File: config.mk
export PLATFORM = sky130hd
export DESIGN_NAME = toc_timer
export DESIGN_NICKNAME = d
export VERILOG_FILES = /design/src/toc_pkg.sv /design/src/toc_edge_if.sv /design/src/toc_edge_sync.sv /design/src/toc_timer.sv
export SDC_FILE = /design/constraint.sdc
export NUM_CORES = 1
export LEC_CHECK = 0
export BUFFER_PORTS_ARGS = -buffer_cell sky130_fd_sc_hd__buf_2
export CAP_MARGIN = 0
export CORE_AREA = 10 10 111 113
export DETAILED_ROUTE_END_ITERATION = 8
export DIE_AREA = 0 0 121 123
export PLACE_DENSITY_LB_ADDON = 0.12
export SETUP_SLACK_MARGIN = 0.2
export SYNTH_ARGS = -nofsm -noshare
export SYNTH_HDL_FRONTEND = slang
export SYNTH_SLANG_ARGS = --single-unit
File: constraint.sdc
create_clock -name SYS_CLK -period 3.74 [get_ports SYS_CLK]
set_clock_uncertainty 0.2 [all_clocks]
set_input_delay 0.187 -clock SYS_CLK [delete_from_list [all_inputs] [get_ports SYS_CLK]]
set_output_delay 0.187 -clock SYS_CLK [all_outputs]
set_load 0.02 [all_outputs]
File: src/toc_pkg.sv
`default_nettype none
package toc_pkg;
   localparam logic [31:0] CTRL_OFS = 32'h0000_0000;
   localparam logic [31:0] COUNT_OFS = 32'h0000_0004;
   localparam logic [31:0] RELOAD_OFS = 32'h0000_0008;
   localparam logic [31:0] STATUS_OFS = 32'h0000_000C;
   localparam int CTRL_EN_BIT = 0;
   localparam int CTRL_MODE_BIT = 1;
   localparam int CTRL_POL_BIT = 2;
   localparam int CTRL_PSEL_LSB = 3;
   localparam int CTRL_OE_BIT = 6;
   localparam int STAT_LEVEL_BIT = 0;
   localparam int STAT_RUN_BIT = 1;
   localparam logic [15:0] COUNT_RST = 16'h0001;
   localparam logic [15:0] RELOAD_RST = 16'h0000;
   localparam logic [15:0] COUNT_RESTART = 16'h0001;
   localparam logic [2:0] PSEL_RST = 3'h0;
   localparam logic [2:0] HSIZE_WORD = 3'h2;
   typedef enum logic {TOC_ONESHOT = 1'b0, TOC_COUNTER = 1'b1} toc_mode_t;
   typedef enum logic [1:0] {
      TOC_SEL_NONE = 2'h0, TOC_SEL_CTRL = 2'h1, TOC_SEL_COUNT = 2'h3, TOC_SEL_RELOAD = 2'h2
   } toc_sel_t;
   typedef enum logic {TOC_SEL_STATUS_N = 1'b0, TOC_SEL_STATUS = 1'b1} toc_stat_t;
endpackage : toc_pkg
`default_nettype wire

File: src/toc_edge_if.sv
`timescale 1ns/1ns
`default_nettype none
interface toc_edge_if;
   logic rise;
   logic fall;
   logic level;
   modport src (output rise, output fall, output level);
   modport dst (input rise, input fall, input level);
endinterface : toc_edge_if
`default_nettype wire

File: src/toc_edge_sync.sv
`timescale 1ns/1ns
`default_nettype none
module toc_edge_sync (
   input wire logic clk, // system clock
   input wire logic rst, // sync reset, high
   input wire logic pin, // raw timer input
   toc_edge_if.src eo // filtered level and edge pulses
);
   logic s1_ff, s2_ff, s3_ff, lvl_ff, rise_ff, fall_ff;
   wire agree = (s2_ff == s3_ff);
   // -----------------------------------------
   // sample chain; s1 feeds only s2
   // -----------------------------------------
   always_ff @(posedge clk) begin
      if (rst) begin
         s1_ff <= 1'b0;
         s2_ff <= 1'b0;
         s3_ff <= 1'b0;
         lvl_ff <= 1'b0;
         rise_ff <= 1'b0;
         fall_ff <= 1'b0;
      end else begin
         s1_ff <= pin;
         s2_ff <= s1_ff;
         s3_ff <= s2_ff;
         lvl_ff <= agree ? s3_ff : lvl_ff;
         rise_ff <= agree & s3_ff & ~lvl_ff;
         fall_ff <= agree & ~s3_ff & lvl_ff;
      end
   end
   assign eo.rise = rise_ff;
   assign eo.fall = fall_ff;
   assign eo.level = lvl_ff;
endmodule : toc_edge_sync
`default_nettype wire

File: src/toc_timer.sv
// Register access over AHB-Lite and the register offsets were left to the implementer.
`timescale 1ns/1ns
`default_nettype none
module toc_timer #(
   parameter int CNT_W = 16, // counter width
   parameter int PRE_W = 7 // prescaler width, divide up to 128
) (
   input wire logic SYS_CLK, // system clock, 125 MHz
   input wire logic RST, // synchronous reset, high
   input wire logic HSEL, // slave select
   input wire logic [31:0] HADDR, // byte address
   input wire logic [1:0] HTRANS, // transfer type
   input wire logic HWRITE, // write when high
   input wire logic [2:0] HSIZE, // transfer size
   input wire logic [31:0] HWDATA, // write data
   input wire logic HREADY, // bus ready in
   output logic [31:0] HRDATA, // read data
   output logic HREADYOUT, // slave ready
   output logic HRESP, // always OKAY
   input wire logic TIN, // timer input pin
   output logic TOUT, // timer output pin
   output logic IRQ // one-clock interrupt pulse
);
   // -----------------------------------------
   // address decode
   // -----------------------------------------
   function automatic toc_pkg::toc_sel_t dec_sel(input logic [31:0] a);
      toc_pkg::toc_sel_t s;
      s = toc_pkg::TOC_SEL_NONE;
      if (a == toc_pkg::CTRL_OFS) s = toc_pkg::TOC_SEL_CTRL;
      if (a == toc_pkg::COUNT_OFS) s = toc_pkg::TOC_SEL_COUNT;
      if (a == toc_pkg::RELOAD_OFS) s = toc_pkg::TOC_SEL_RELOAD;
      return s;
   endfunction : dec_sel

   logic en_ff, pol_ff, oe_ff, irq_ff, tog_ff, tout_ff;
   toc_pkg::toc_mode_t mode_ff;
   logic [2:0] psel_ff;
   logic [CNT_W-1:0] cnt_ff, rld_ff;
   logic [PRE_W-1:0] presc_ff;
   logic [31:0] hrdata_ff;
   logic ap_wr_ff;
   toc_pkg::toc_sel_t ap_sel_ff;

   toc_edge_if edge_bus ();
   toc_edge_sync u_sync (
      .clk(SYS_CLK),
      .rst(RST),
      .pin(TIN),
      .eo(edge_bus.src)
   );

   // -----------------------------------------
   // bus slave: zero wait, always OKAY
   // -----------------------------------------
   wire ap_take = HSEL & HTRANS[1] & HREADY;
   wire ap_write = ap_take & HWRITE & (HSIZE == toc_pkg::HSIZE_WORD);
   wire toc_pkg::toc_sel_t ap_sel = dec_sel(HADDR);
   wire ap_stat = (HADDR == toc_pkg::STATUS_OFS);
   wire wr_ctrl = ap_wr_ff & (ap_sel_ff == toc_pkg::TOC_SEL_CTRL);
   wire wr_cnt = ap_wr_ff & (ap_sel_ff == toc_pkg::TOC_SEL_COUNT);
   wire wr_rld = ap_wr_ff & (ap_sel_ff == toc_pkg::TOC_SEL_RELOAD);

   // -----------------------------------------
   // count events
   // -----------------------------------------
   wire oneshot = (mode_ff == toc_pkg::TOC_ONESHOT);
   wire counter = (mode_ff == toc_pkg::TOC_COUNTER);
   // divisor is 2**psel, from 1 up to 128
   wire [PRE_W:0] div_one = (PRE_W+1)'(1);
   wire [PRE_W-1:0] pre_lim = PRE_W'((div_one << psel_ff) - div_one);
   wire tick = en_ff & oneshot & (presc_ff == pre_lim);
   wire in_edge = pol_ff ? edge_bus.fall : edge_bus.rise;
   wire cnt_ev = en_ff & counter & in_edge;
   wire ev = tick | cnt_ev;
   // reload 0000H is met only after the wrap, hence the longest time-out
   wire hit = ev & (cnt_ff == rld_ff);

   // -----------------------------------------
   // next values
   // -----------------------------------------
   wire [CNT_W-1:0] cnt_inc = CNT_W'(cnt_ff + CNT_W'(1));
   wire [CNT_W-1:0] nxt_cnt = wr_cnt ? HWDATA[CNT_W-1:0] :
      hit ? toc_pkg::COUNT_RESTART :
      ev ? cnt_inc : cnt_ff;
   // a software write wins over the hardware self-disable in the same cycle
   wire nxt_en = wr_ctrl ? HWDATA[toc_pkg::CTRL_EN_BIT] :
      (hit & oneshot) ? 1'b0 : en_ff;
   wire [PRE_W-1:0] nxt_presc = (!en_ff || counter || tick) ? '0 :
      PRE_W'(presc_ff + PRE_W'(1));
   // while idle the toggle follows polarity, so enabling starts there
   wire nxt_tog = !en_ff ? pol_ff : (hit & counter) ? ~tog_ff : tog_ff;
   // one-shot holds its start level while running, so a later polarity write shows at time-out
   wire os_level = hit ? ~tog_ff : nxt_tog;
   wire nxt_level = counter ? nxt_tog : os_level;
   wire nxt_tout = oe_ff & nxt_level;
   wire cur_level = tog_ff;
   wire [31:0] stat_word = {30'h0000_0000, en_ff, cur_level};

   function automatic logic [31:0] rd_word(input toc_pkg::toc_sel_t s, input logic st,
                                            input logic [31:0] ctl, input logic [31:0] cv,
                                            input logic [31:0] rv, input logic [31:0] sv);
      logic [31:0] d;
      d = 32'h0000_0000;
      case (s)
         toc_pkg::TOC_SEL_CTRL: d = ctl;
         toc_pkg::TOC_SEL_COUNT: d = cv;
         toc_pkg::TOC_SEL_RELOAD: d = rv;
         default: d = st ? sv : 32'h0000_0000;
      endcase
      return d;
   endfunction : rd_word

   wire [31:0] ctrl_word = {25'h000_0000, oe_ff, psel_ff, pol_ff, mode_ff, en_ff};
   wire [31:0] nxt_rdata = (ap_take & ~HWRITE) ?
      rd_word(ap_sel, ap_stat, ctrl_word, 32'(cnt_ff), 32'(rld_ff), stat_word) : hrdata_ff;

   // -----------------------------------------
   // bus registers
   // -----------------------------------------
   always_ff @(posedge SYS_CLK) begin
      if (RST) begin
         ap_wr_ff <= 1'b0;
         ap_sel_ff <= toc_pkg::TOC_SEL_NONE;
         hrdata_ff <= 32'h0000_0000;
      end else begin
         ap_wr_ff <= ap_write;
         ap_sel_ff <= ap_sel;
         hrdata_ff <= nxt_rdata;
      end
   end

   // -----------------------------------------
   // control register
   // -----------------------------------------
   always_ff @(posedge SYS_CLK) begin
      if (RST) begin
         mode_ff <= toc_pkg::TOC_ONESHOT;
         pol_ff <= 1'b0;
         psel_ff <= toc_pkg::PSEL_RST;
         oe_ff <= 1'b0;
      end else if (wr_ctrl) begin
         mode_ff <= toc_pkg::toc_mode_t'(HWDATA[toc_pkg::CTRL_MODE_BIT]);
         pol_ff <= HWDATA[toc_pkg::CTRL_POL_BIT];
         psel_ff <= HWDATA[toc_pkg::CTRL_PSEL_LSB +: 3];
         oe_ff <= HWDATA[toc_pkg::CTRL_OE_BIT];
      end
   end

   // -----------------------------------------
   // timer core
   // -----------------------------------------
   always_ff @(posedge SYS_CLK) begin
      if (RST) begin
         en_ff <= 1'b0;
         cnt_ff <= toc_pkg::COUNT_RST;
         rld_ff <= toc_pkg::RELOAD_RST;
         presc_ff <= '0;
         irq_ff <= 1'b0;
         tog_ff <= 1'b0;
         tout_ff <= 1'b0;
      end else begin
         en_ff <= nxt_en;
         cnt_ff <= nxt_cnt;
         rld_ff <= wr_rld ? HWDATA[CNT_W-1:0] : rld_ff;
         presc_ff <= nxt_presc;
         irq_ff <= hit;
         tog_ff <= nxt_tog;
         tout_ff <= nxt_tout;
      end
   end

   assign HRDATA = hrdata_ff;
   assign HREADYOUT = 1'b1;
   assign HRESP = 1'b0;
   assign TOUT = tout_ff;
   assign IRQ = irq_ff;

   // -----------------------------------------
   // checks
   // -----------------------------------------
   property p_os_reload;
      @(posedge SYS_CLK) disable iff (RST)
      (hit && oneshot && !ap_wr_ff) |=> (cnt_ff == 16'h0001) && !en_ff && IRQ;
   endproperty
   a_os_reload: assert property (p_os_reload)
      else $error("one-shot reload did not restart, stop and interrupt");

   property p_irq_single;
      @(posedge SYS_CLK) disable iff (RST)
      IRQ |=> !IRQ;
   endproperty
   a_irq_single: assert property (p_irq_single)
      else $error("interrupt pulse longer than one clock");

   property p_os_pulse;
      @(posedge SYS_CLK) disable iff (RST)
      (hit && oneshot && oe_ff && !ap_wr_ff) |=> (TOUT != $past(TOUT)) ##1 (TOUT == pol_ff);
   endproperty
   a_os_pulse: assert property (p_os_pulse)
      else $error("one-shot output did not invert for one clock");

   property p_ct_reload;
      @(posedge SYS_CLK) disable iff (RST)
      (hit && counter && !ap_wr_ff) |=> (cnt_ff == 16'h0001) && en_ff && IRQ;
   endproperty
   a_ct_reload: assert property (p_ct_reload)
      else $error("counter reload did not restart and keep running");

   property p_ct_toggle;
      @(posedge SYS_CLK) disable iff (RST)
      (hit && counter && oe_ff && !ap_wr_ff) |=> (TOUT != $past(TOUT)) ##1 $stable(TOUT);
   endproperty
   a_ct_toggle: assert property (p_ct_toggle)
      else $error("counter output did not toggle at reload");

   property p_step_one;
      @(posedge SYS_CLK) disable iff (RST)
      (ev && !hit && !wr_cnt) |=> (cnt_ff == 16'($past(cnt_ff) + 16'h0001));
   endproperty
   a_step_one: assert property (p_step_one)
      else $error("count did not advance by exactly one");

   property p_hold_idle;
      @(posedge SYS_CLK) disable iff (RST)
      (!en_ff && !wr_cnt) |=> $stable(cnt_ff);
   endproperty
   a_hold_idle: assert property (p_hold_idle)
      else $error("count moved while disabled");

   property p_pre_range;
      @(posedge SYS_CLK) disable iff (RST)
      (en_ff && oneshot && !ap_wr_ff) |-> (presc_ff <= pre_lim);
   endproperty
   a_pre_range: assert property (p_pre_range)
      else $error("prescaler ran past its divisor");

   property p_ct_edge;
      @(posedge SYS_CLK) disable iff (RST)
      (en_ff && counter && !ap_wr_ff && !in_edge) |=> $stable(cnt_ff);
   endproperty
   a_ct_edge: assert property (p_ct_edge)
      else $error("counter moved without a selected input edge");

   property p_init_level;
      @(posedge SYS_CLK) disable iff (RST)
      (!en_ff && counter && !ap_wr_ff) |=> (tog_ff == pol_ff);
   endproperty
   a_init_level: assert property (p_init_level)
      else $error("counter output level not set by polarity");

   property p_irq_cause;
      @(posedge SYS_CLK) disable iff (RST)
      !hit |=> !IRQ;
   endproperty
   a_irq_cause: assert property (p_irq_cause)
      else $error("interrupt raised without a reload");

   property p_cnt_write;
      @(posedge SYS_CLK) disable iff (RST)
      wr_cnt |=> (cnt_ff == 16'($past(HWDATA)));
   endproperty
   a_cnt_write: assert property (p_cnt_write)
      else $error("count write did not take effect at once");

   property p_rld_write;
      @(posedge SYS_CLK) disable iff (RST)
      wr_rld |=> (rld_ff == 16'($past(HWDATA)));
   endproperty
   a_rld_write: assert property (p_rld_write)
      else $error("reload write did not take effect at once");

   property p_os_tick;
      @(posedge SYS_CLK) disable iff (RST)
      (en_ff && oneshot && !tick && !ap_wr_ff) |=> $stable(cnt_ff);
   endproperty
   a_os_tick: assert property (p_os_tick)
      else $error("one-shot count moved without a prescaled tick");

   property p_ct_nopre;
      @(posedge SYS_CLK) disable iff (RST)
      counter |=> (presc_ff == '0);
   endproperty
   a_ct_nopre: assert property (p_ct_nopre)
      else $error("prescaler ran in counter mode");

   property p_wrap;
      @(posedge SYS_CLK) disable iff (RST)
      (ev && !hit && !wr_cnt && (cnt_ff == 16'hFFFF)) |=> (cnt_ff == 16'h0000);
   endproperty
   a_wrap: assert property (p_wrap)
      else $error("count did not wrap to zero");

   property p_edge_lvl;
      @(posedge SYS_CLK) disable iff (RST)
      (edge_bus.rise || edge_bus.fall) |-> (edge_bus.level == edge_bus.rise);
   endproperty
   a_edge_lvl: assert property (p_edge_lvl)
      else $error("input edge disagrees with filtered level");

   property p_ct_keep;
      @(posedge SYS_CLK) disable iff (RST)
      (en_ff && counter && !ap_wr_ff) |=> en_ff;
   endproperty
   a_ct_keep: assert property (p_ct_keep)
      else $error("counter mode disabled itself");

endmodule : toc_timer
`default_nettype wire

# ---- After elaboration in Yosys (flattened, before gate mapping)
# Index checks and enable logic that the tools add are counted.
dict set report op_classes {
  n_addsub 3
  n_reduce_logical 7
  mux 15
  eq_ne 13
  n_shift 1
  bitwise_logic 26
}
# op count
set ops {}
lappend ops {{32-bit by 4-bit == test with 1-bit output, second input constant} 2}
lappend ops {{16-bit two-way mux} 3}
lappend ops {{16-bit one-hot mux with 3 select lines} 1}
lappend ops {{32-bit by 3-bit == test with 1-bit output, second input constant} 1}
lappend ops {{32-bit zero test} 1}
lappend ops {{1-bit bitwise AND} 20}
lappend ops {{16-bit by 1-bit adder with 16-bit output, second input constant} 1}
lappend ops {{16-bit == test} 1}
lappend ops {{2-bit == test, second input constant} 4}
lappend ops {{1-bit two-way mux} 8}
lappend ops {{7-bit by 1-bit adder with 7-bit output, second input constant} 1}
lappend ops {{7-bit == test} 1}
lappend ops {{1-bit by 3-bit left shift with 7-bit output, first input constant} 1}
lappend ops {{7-bit by 1-bit subtractor with 7-bit output, second input constant} 1}
lappend ops {{2-bit two-way mux} 3}
lappend ops {{1-bit inverter} 5}
lappend ops {{2-bit by 1-bit == test with 1-bit output, second input constant} 2}
lappend ops {{3-bit by 2-bit == test with 1-bit output, second input constant} 1}
lappend ops {{3-bit nonzero test} 1}
lappend ops {{1-bit logical OR} 2}
lappend ops {{2-bit nonzero test} 1}
lappend ops {{2-bit OR reduction} 1}
lappend ops {{1-bit == test} 1}
lappend ops {{1-bit zero test} 1}
lappend ops {{1-bit OR} 1}
dict set report totals {
  in_bits 75
  out_inout_bits 36
  reg_bits 90
}

# ---- Logic depth before layout (Yosys ltp)
dict set report depth {
  word_depth 12
  ltp_mapped 12
}

# ---- Hierarchy
# Synthesis repeated with hierarchy kept, for this count alone.
dict set report hier_totals {
  cells_unflattened 511
  area_unflattened_um2 3967.6
}
# mod seq_area_each_um2 cells_each area_per_inst_um2 n_inst
set modules_own_cells {}
lappend modules_own_cells {toc_timer 1361.3 494 3762.4 1}
lappend modules_own_cells {toc_edge_sync 120.1 17 205.2 1}

# ---- Least setup slack after synthesis
# Ideal clock, no wire load.
dict set report synth_timing {
  path_kind {reg2reg}
  start {reg psel_ff[2]}
  end {reg cnt_ff[3]}
  path_buffers 2
  setup_ns 0.091
  arrival_ns 2.633
  stages_incl_launch_ff 11
  t_required_ns 3.449
  period_less_slack_ns 2.924
  slack_ns 0.816
  cell_sequence {dfxtp_1 > buf_2 > or3_1 > ha_1 > buf_2 > or3_4 > a21oi_4 > o211a_4 > a31oi_4 > or4_1 > a311oi_1}
}
dict set report synth_via {
  elab_chain_cells 8
}
# element line_no
set synth_lines {}
lappend synth_lines {{start: declaration} toc_timer.sv:38} ;# logic [2:0] psel_ff;
lappend synth_lines {{start signal: assignment} toc_timer.sv:140} ;# psel_ff <= toc_pkg::PSEL_RST;
lappend synth_lines {{start signal: assignment} toc_timer.sv:145} ;# psel_ff <= HWDATA[toc_pkg::CTRL_PSEL_LSB +: 3];
lappend synth_lines {{1-bit by 3-bit left shift with 7-bit output *} toc_timer.sv:71} ;# wire [PRE_W-1:0] pre_lim = PRE_W'((div_one << psel_ff) - div_one);
lappend synth_lines {{7-bit by 1-bit subtractor with 7-bit output *} toc_timer.sv:71}
lappend synth_lines {{7-bit == test *} toc_timer.sv:72} ;# wire tick = en_ff & oneshot & (presc_ff == pre_lim);
lappend synth_lines {{1-bit bitwise AND *} toc_timer.sv:72}
lappend synth_lines {{1-bit OR *} toc_timer.sv:75} ;# wire ev = tick | cnt_ev;
lappend synth_lines {{1-bit bitwise AND} toc_timer.sv:77} ;# wire hit = ev & (cnt_ff == rld_ff);
lappend synth_lines {{16-bit two-way mux} toc_timer.sv:84} ;# hit ? toc_pkg::COUNT_RESTART :
lappend synth_lines {{16-bit two-way mux} toc_timer.sv:83} ;# wire [CNT_W-1:0] nxt_cnt = wr_cnt ? HWDATA[CNT_W-1:0] :
lappend synth_lines {{end signal: assignment} toc_timer.sv:156} ;# cnt_ff <= toc_pkg::COUNT_RST;
lappend synth_lines {{end signal: assignment} toc_timer.sv:164} ;# cnt_ff <= nxt_cnt;
lappend synth_lines {{end: declaration} toc_timer.sv:39} ;# logic [CNT_W-1:0] cnt_ff, rld_ff;
# Mark *: on every way between the ends. The rest lies on a longest branch, timed or not.
# A chain may end at the register's enable or synchronous reset.

# ---- Worst setup path in the final report
dict set report layout_timing {
  start {reg psel_ff[0]}
  end {reg tout_ff (netlist: TOUT)}
}
dict set report layout_via {
  elab_chain_cells 12
}
# element line_no
set layout_lines {}
lappend layout_lines {{1-bit by 3-bit left shift with 7-bit output *} toc_timer.sv:71}
lappend layout_lines {{7-bit by 1-bit subtractor with 7-bit output *} toc_timer.sv:71}
lappend layout_lines {{7-bit == test *} toc_timer.sv:72}
lappend layout_lines {{1-bit bitwise AND *} toc_timer.sv:72}
lappend layout_lines {{1-bit OR *} toc_timer.sv:75}
lappend layout_lines {{1-bit bitwise AND *} toc_timer.sv:77}
lappend layout_lines {{1-bit bitwise AND} toc_timer.sv:92} ;# wire nxt_tog = !en_ff ? pol_ff : (hit & counter) ? ~tog_ff : tog_ff;
lappend layout_lines {{1-bit two-way mux (2 in series)} toc_timer.sv:92}
lappend layout_lines {{1-bit two-way mux} toc_timer.sv:94} ;# wire os_level = hit ? ~tog_ff : nxt_tog;
lappend layout_lines {{1-bit two-way mux *} toc_timer.sv:95} ;# wire nxt_level = counter ? nxt_tog : os_level;
lappend layout_lines {{1-bit bitwise AND *} toc_timer.sv:96} ;# wire nxt_tout = oe_ff & nxt_level;
lappend layout_lines {{end signal: assignment} toc_timer.sv:169} ;# tout_ff <= nxt_tout;
lappend layout_lines {{end: declaration} toc_timer.sv:36} ;# logic en_ff, pol_ff, oe_ff, irq_ff, tog_ff, tout_ff;
# Marks and branches as above.

==> results.txt <==
The share of async-settable or async-resettable flops after synthesis is 0%. The worst path uses 88.66% of the clock period. The deepest level of the CTS H-tree came out at 3. The total DRC errors in the routed layout came out at 0. The synthesized instance count is 517. The count of vias placed by the detailed router is 3863. The non-filler instance count after layout came out at 736.

The flip-flop cell with the highest count after synthesis is dfxtp_1. The via count of the first global-routing pass came out at 3684. The worst supply voltage drop on vdd is 176.0 uV.

In the final routed layout, each cell accounts on average for 16.48 um. The initial utilization of the core area, before any placement, comes to 40.33%. Yosys printed 0 warnings.

The total negative slack is 0 ps. The floorplan step defined a core boundary enclosing 10140 sq um. A synthesized cell averages 7.909 sq um. The total of endpoints with negative setup slack in the final report came out at 0. The die outline area came out at 14880 sq um. The net count of the finished layout is 676.

TritonCTS created 9 clock buffers. The critical path endpoint category is a register. Compared with the post-synthesis result, the final layout area differs by 18.97%.

The post-route netlist has 18.17% of its cells at a drive strength greater than 1. TritonCTS built the clock tree. After synthesis the cells add up to 4089 sq um.

After clock tree synthesis, the clock-pin slew on the worst setup and hold paths is 90 ps. In this run, post-CTS repair resized a total of 0 instances. Clock tree synthesis selected as its root buffer the cell clkbuf_8. The number of setup buffers added after CTS is 0. Summed over all cells, the static leakage comes to 1.785 nW. At the pin with the least slew margin, the transition time is 1142 ps. The flow ran to the end, and the final reports show no timing, DRC or antenna violations.

The violation count after the first detailed-route iteration came out at 291. Net switching is 24.36% of the power. The worst hold path belongs to the class input port to register. Summed over all layers, the global routing overflow is 0. The worst setup path is of the register to register kind. Summed over all instances, the cell type with the most area after synthesis is dfxtp_1.

The peak fanout along the critical path came out at 19. In the global route stage, overall resource usage came out at 16.01%. The filler cells instantiated in the layout total 1020. The worst hold slack came out at 22.05 ps. The power per cell area came out at 309.9 nW/um^2. The count of pins over their slew limit was 0. The remaining max-slew budget at the tightest pin came out at 23.58%.

The number of maximum-capacitance violations is 0. Yosys mapped a number of flops with a built-in enable equal to 0. The remaining antenna violation count came out at 0.

The top-area cell type share of the netlist area is 36.23%. The number of library cell types mapped by synthesis is 61. In this run, the combinational gates consume 6.9% of the power. The internal cell power is 0.001140 W. The register area is 1481 sq um. The estimated wirelength of the detail-placed design came out at 8.900 mm.

The first global-routing pass estimated 19.34 mm of wire. The quantity of I/O buffers inserted on ports is 75. The multi-input combinational cells in the finished layout cover a total of 2357 sq um. The height of the chip is 123 um. After synthesis, the most frequently instantiated cells are nand2_1, dfxtp_1, nor2_1, a21oi_1, o21ai_0.

The horizontal die dimension is 121 um. The routed design has 12.13 mm of wire. The global placement routability congestion is 0.8827.

The part of the total power dissipated in the clock network came out at 40.2%. The net switching power came out at 0.0003673 W. The number of rows in the core area came out at 37. The number of antenna violations at the first check in global routing was 0. The overall power consumption is 0.001507 W.

Entering global routing, the biggest net connects 51 pins. The instance count after placement with tap cells included came out at 700. The data arrival time at the worst-slack endpoint is 3340 ps. The critical path required time came out at 3760 ps. After synthesis, flip-flops and latches occupy 36.23% of the total area. The element type at the critical path start is a register. The number of top-level pins is 111.

The post-route minimum period is 3316 ps. The relative contribution of sequential cells to total power is 52.9%. The count of antenna diodes in the layout is 0.

The detailed-router iteration count before antenna repair came out at 4. The timing-limited maximum frequency is 0.3016 GHz. For this design, the sink count on the clock tree is 74.

The count of endpoints failing hold in the final timing report came out at 0. The clock insertion delay at the later pin of the skew report came out at 350 ps. The synthesized design contains 74 register bits. The dominant cell by count in the synthesized netlist is nand2_1. The maximum number of buffers from clock root to sink came out at 2. Ranked by total cell area, the synthesized netlist is headed by dfxtp_1, nand2_1, a21oi_1. Setup repair after global routing left no endpoint under its margin. After detailed routing, the number of vias per cell comes to 5.249.
-- cell type report --
| cell class | count | area share [%] |
|---|---|---|
| clock inverter | 5 | 1.157 |
| timing repair buffer | 103 | 13.12 |
| tap | 136 | 3.498 |
| multi-input combinational | 399 | 48.46 |
| inverter | 9 | 0.6944 |
| sequential | 74 | 30.45 |
| clock buffer | 10 | 2.623 |
-- cell usage in the layout (no fill, tap or decap), drive strengths merged, types with 7 or more instances in the layout --
cell	instances
buf	82
nand2	79
dfxtp	74
nor2	45
a21oi	41
o21ai	29
xnor2	22
dlygate4sd3	21
nand3	20
conb	18
nor4	12
and3	10
a311oi	10
a22oi	10
clkbuf	10
inv	9
nor2b	9
nand4	9
mux2i	8
o31ai	7
nor3	7
-- cell families (layout without fill, tap and decap cells) --
kind of cell	count (synthesis)	in the layout	synth area share, %
AO/OA/AOI/OAI	121	121	19.55
flip-flops	74	74	36.23
AND/OR/NAND/NOR	218	218	26.53
buffers and inverters	60	127	7.741
multiplexers	9	9	2.234
XOR/XNOR	28	28	5.997
other	2	18	0.1837
adder cells (fa/ha/maj)	5	5	1.530
-- per-stage QoR --
step | area, sq um | util [%] | worst slack, ps
2_1_floorplan | 4149 | - | 816.1
3_3_place_gp | 4471 | 44.09 | 536.6
3_5_place_dp | 4471 | 44.09 | 470.3
4_1_cts | 4865 | 47.98 | 438.8
5_1_grt | 4865 | 47.98 | 249.7
6_report | 4865 | 47.98 | 424.0
-- registers in the layout (all words and copies together), names as in the netlist, 2 cells and up --
signal / cells
presc_ff: 7
HRDATA: 16
cnt_ff: 16
rld_ff: 16
ap_sel_ff: 2
psel_ff: 3
-- power by group through the flow --
stage	Clock [W]	Sequential, W	Combinational (W)
final	0.000606	0.000797	0.000104
after floorplan	0	0.000810	0.0000624
after CTS	0.000620	0.000797	0.000103
after global placement	0	0.000815	0.0000872
after global routing	0.000652	0.000798	0.000113
after detailed placement	0	0.000815	0.0000873
-- timing repair --
action | CTS | global route
hold buffers | 21 | 0
endpoints found under the hold margin | 40 | 0
setup endpoints to repair | 0 | 0
-- final timing paths --
| path | start | end | slack (ps) | cells past startpoint |
|---|---|---|---|---|
| min reg2reg | u_sync.s1_ff | u_sync.s2_ff | 250 | 1 |
| max reg2reg | psel_ff[0] | TOUT | 420 | 10 |
| max | psel_ff[0] | TOUT | 420 | 10 |
| min | HWRITE | HRDATA[0] | 20 | 4 |
-- per-layer routing --
| layer | share of wire [%] | wire (um) | up-vias | track usage, % |
|---|---|---|---|---|
| li1 | - | - | 1963 | - |
| met1 | 48 | 5828 | 1777 | 21.36 |
| met2 | 43 | 5218 | 114 | 24.90 |
| met3 | 8.2 | 989 | 9 | 4.376 |
| met4 | 0.77 | 93 | 0 | 4.299 |
| met5 | 0 | 0 | - | 0 |
-- critical path, cell delays in order (launching register included) --
cell       delay [ps]
dfxtp_1           530
inv_1             100
or3_1             360
ha_1              300
nand4bb_1         140
o211ai_1          140
a211oi_1          500
o31ai_4           120
buf_4             220
and4_1            210
nor4b_1           360
(Power assumes the default switching activity.)
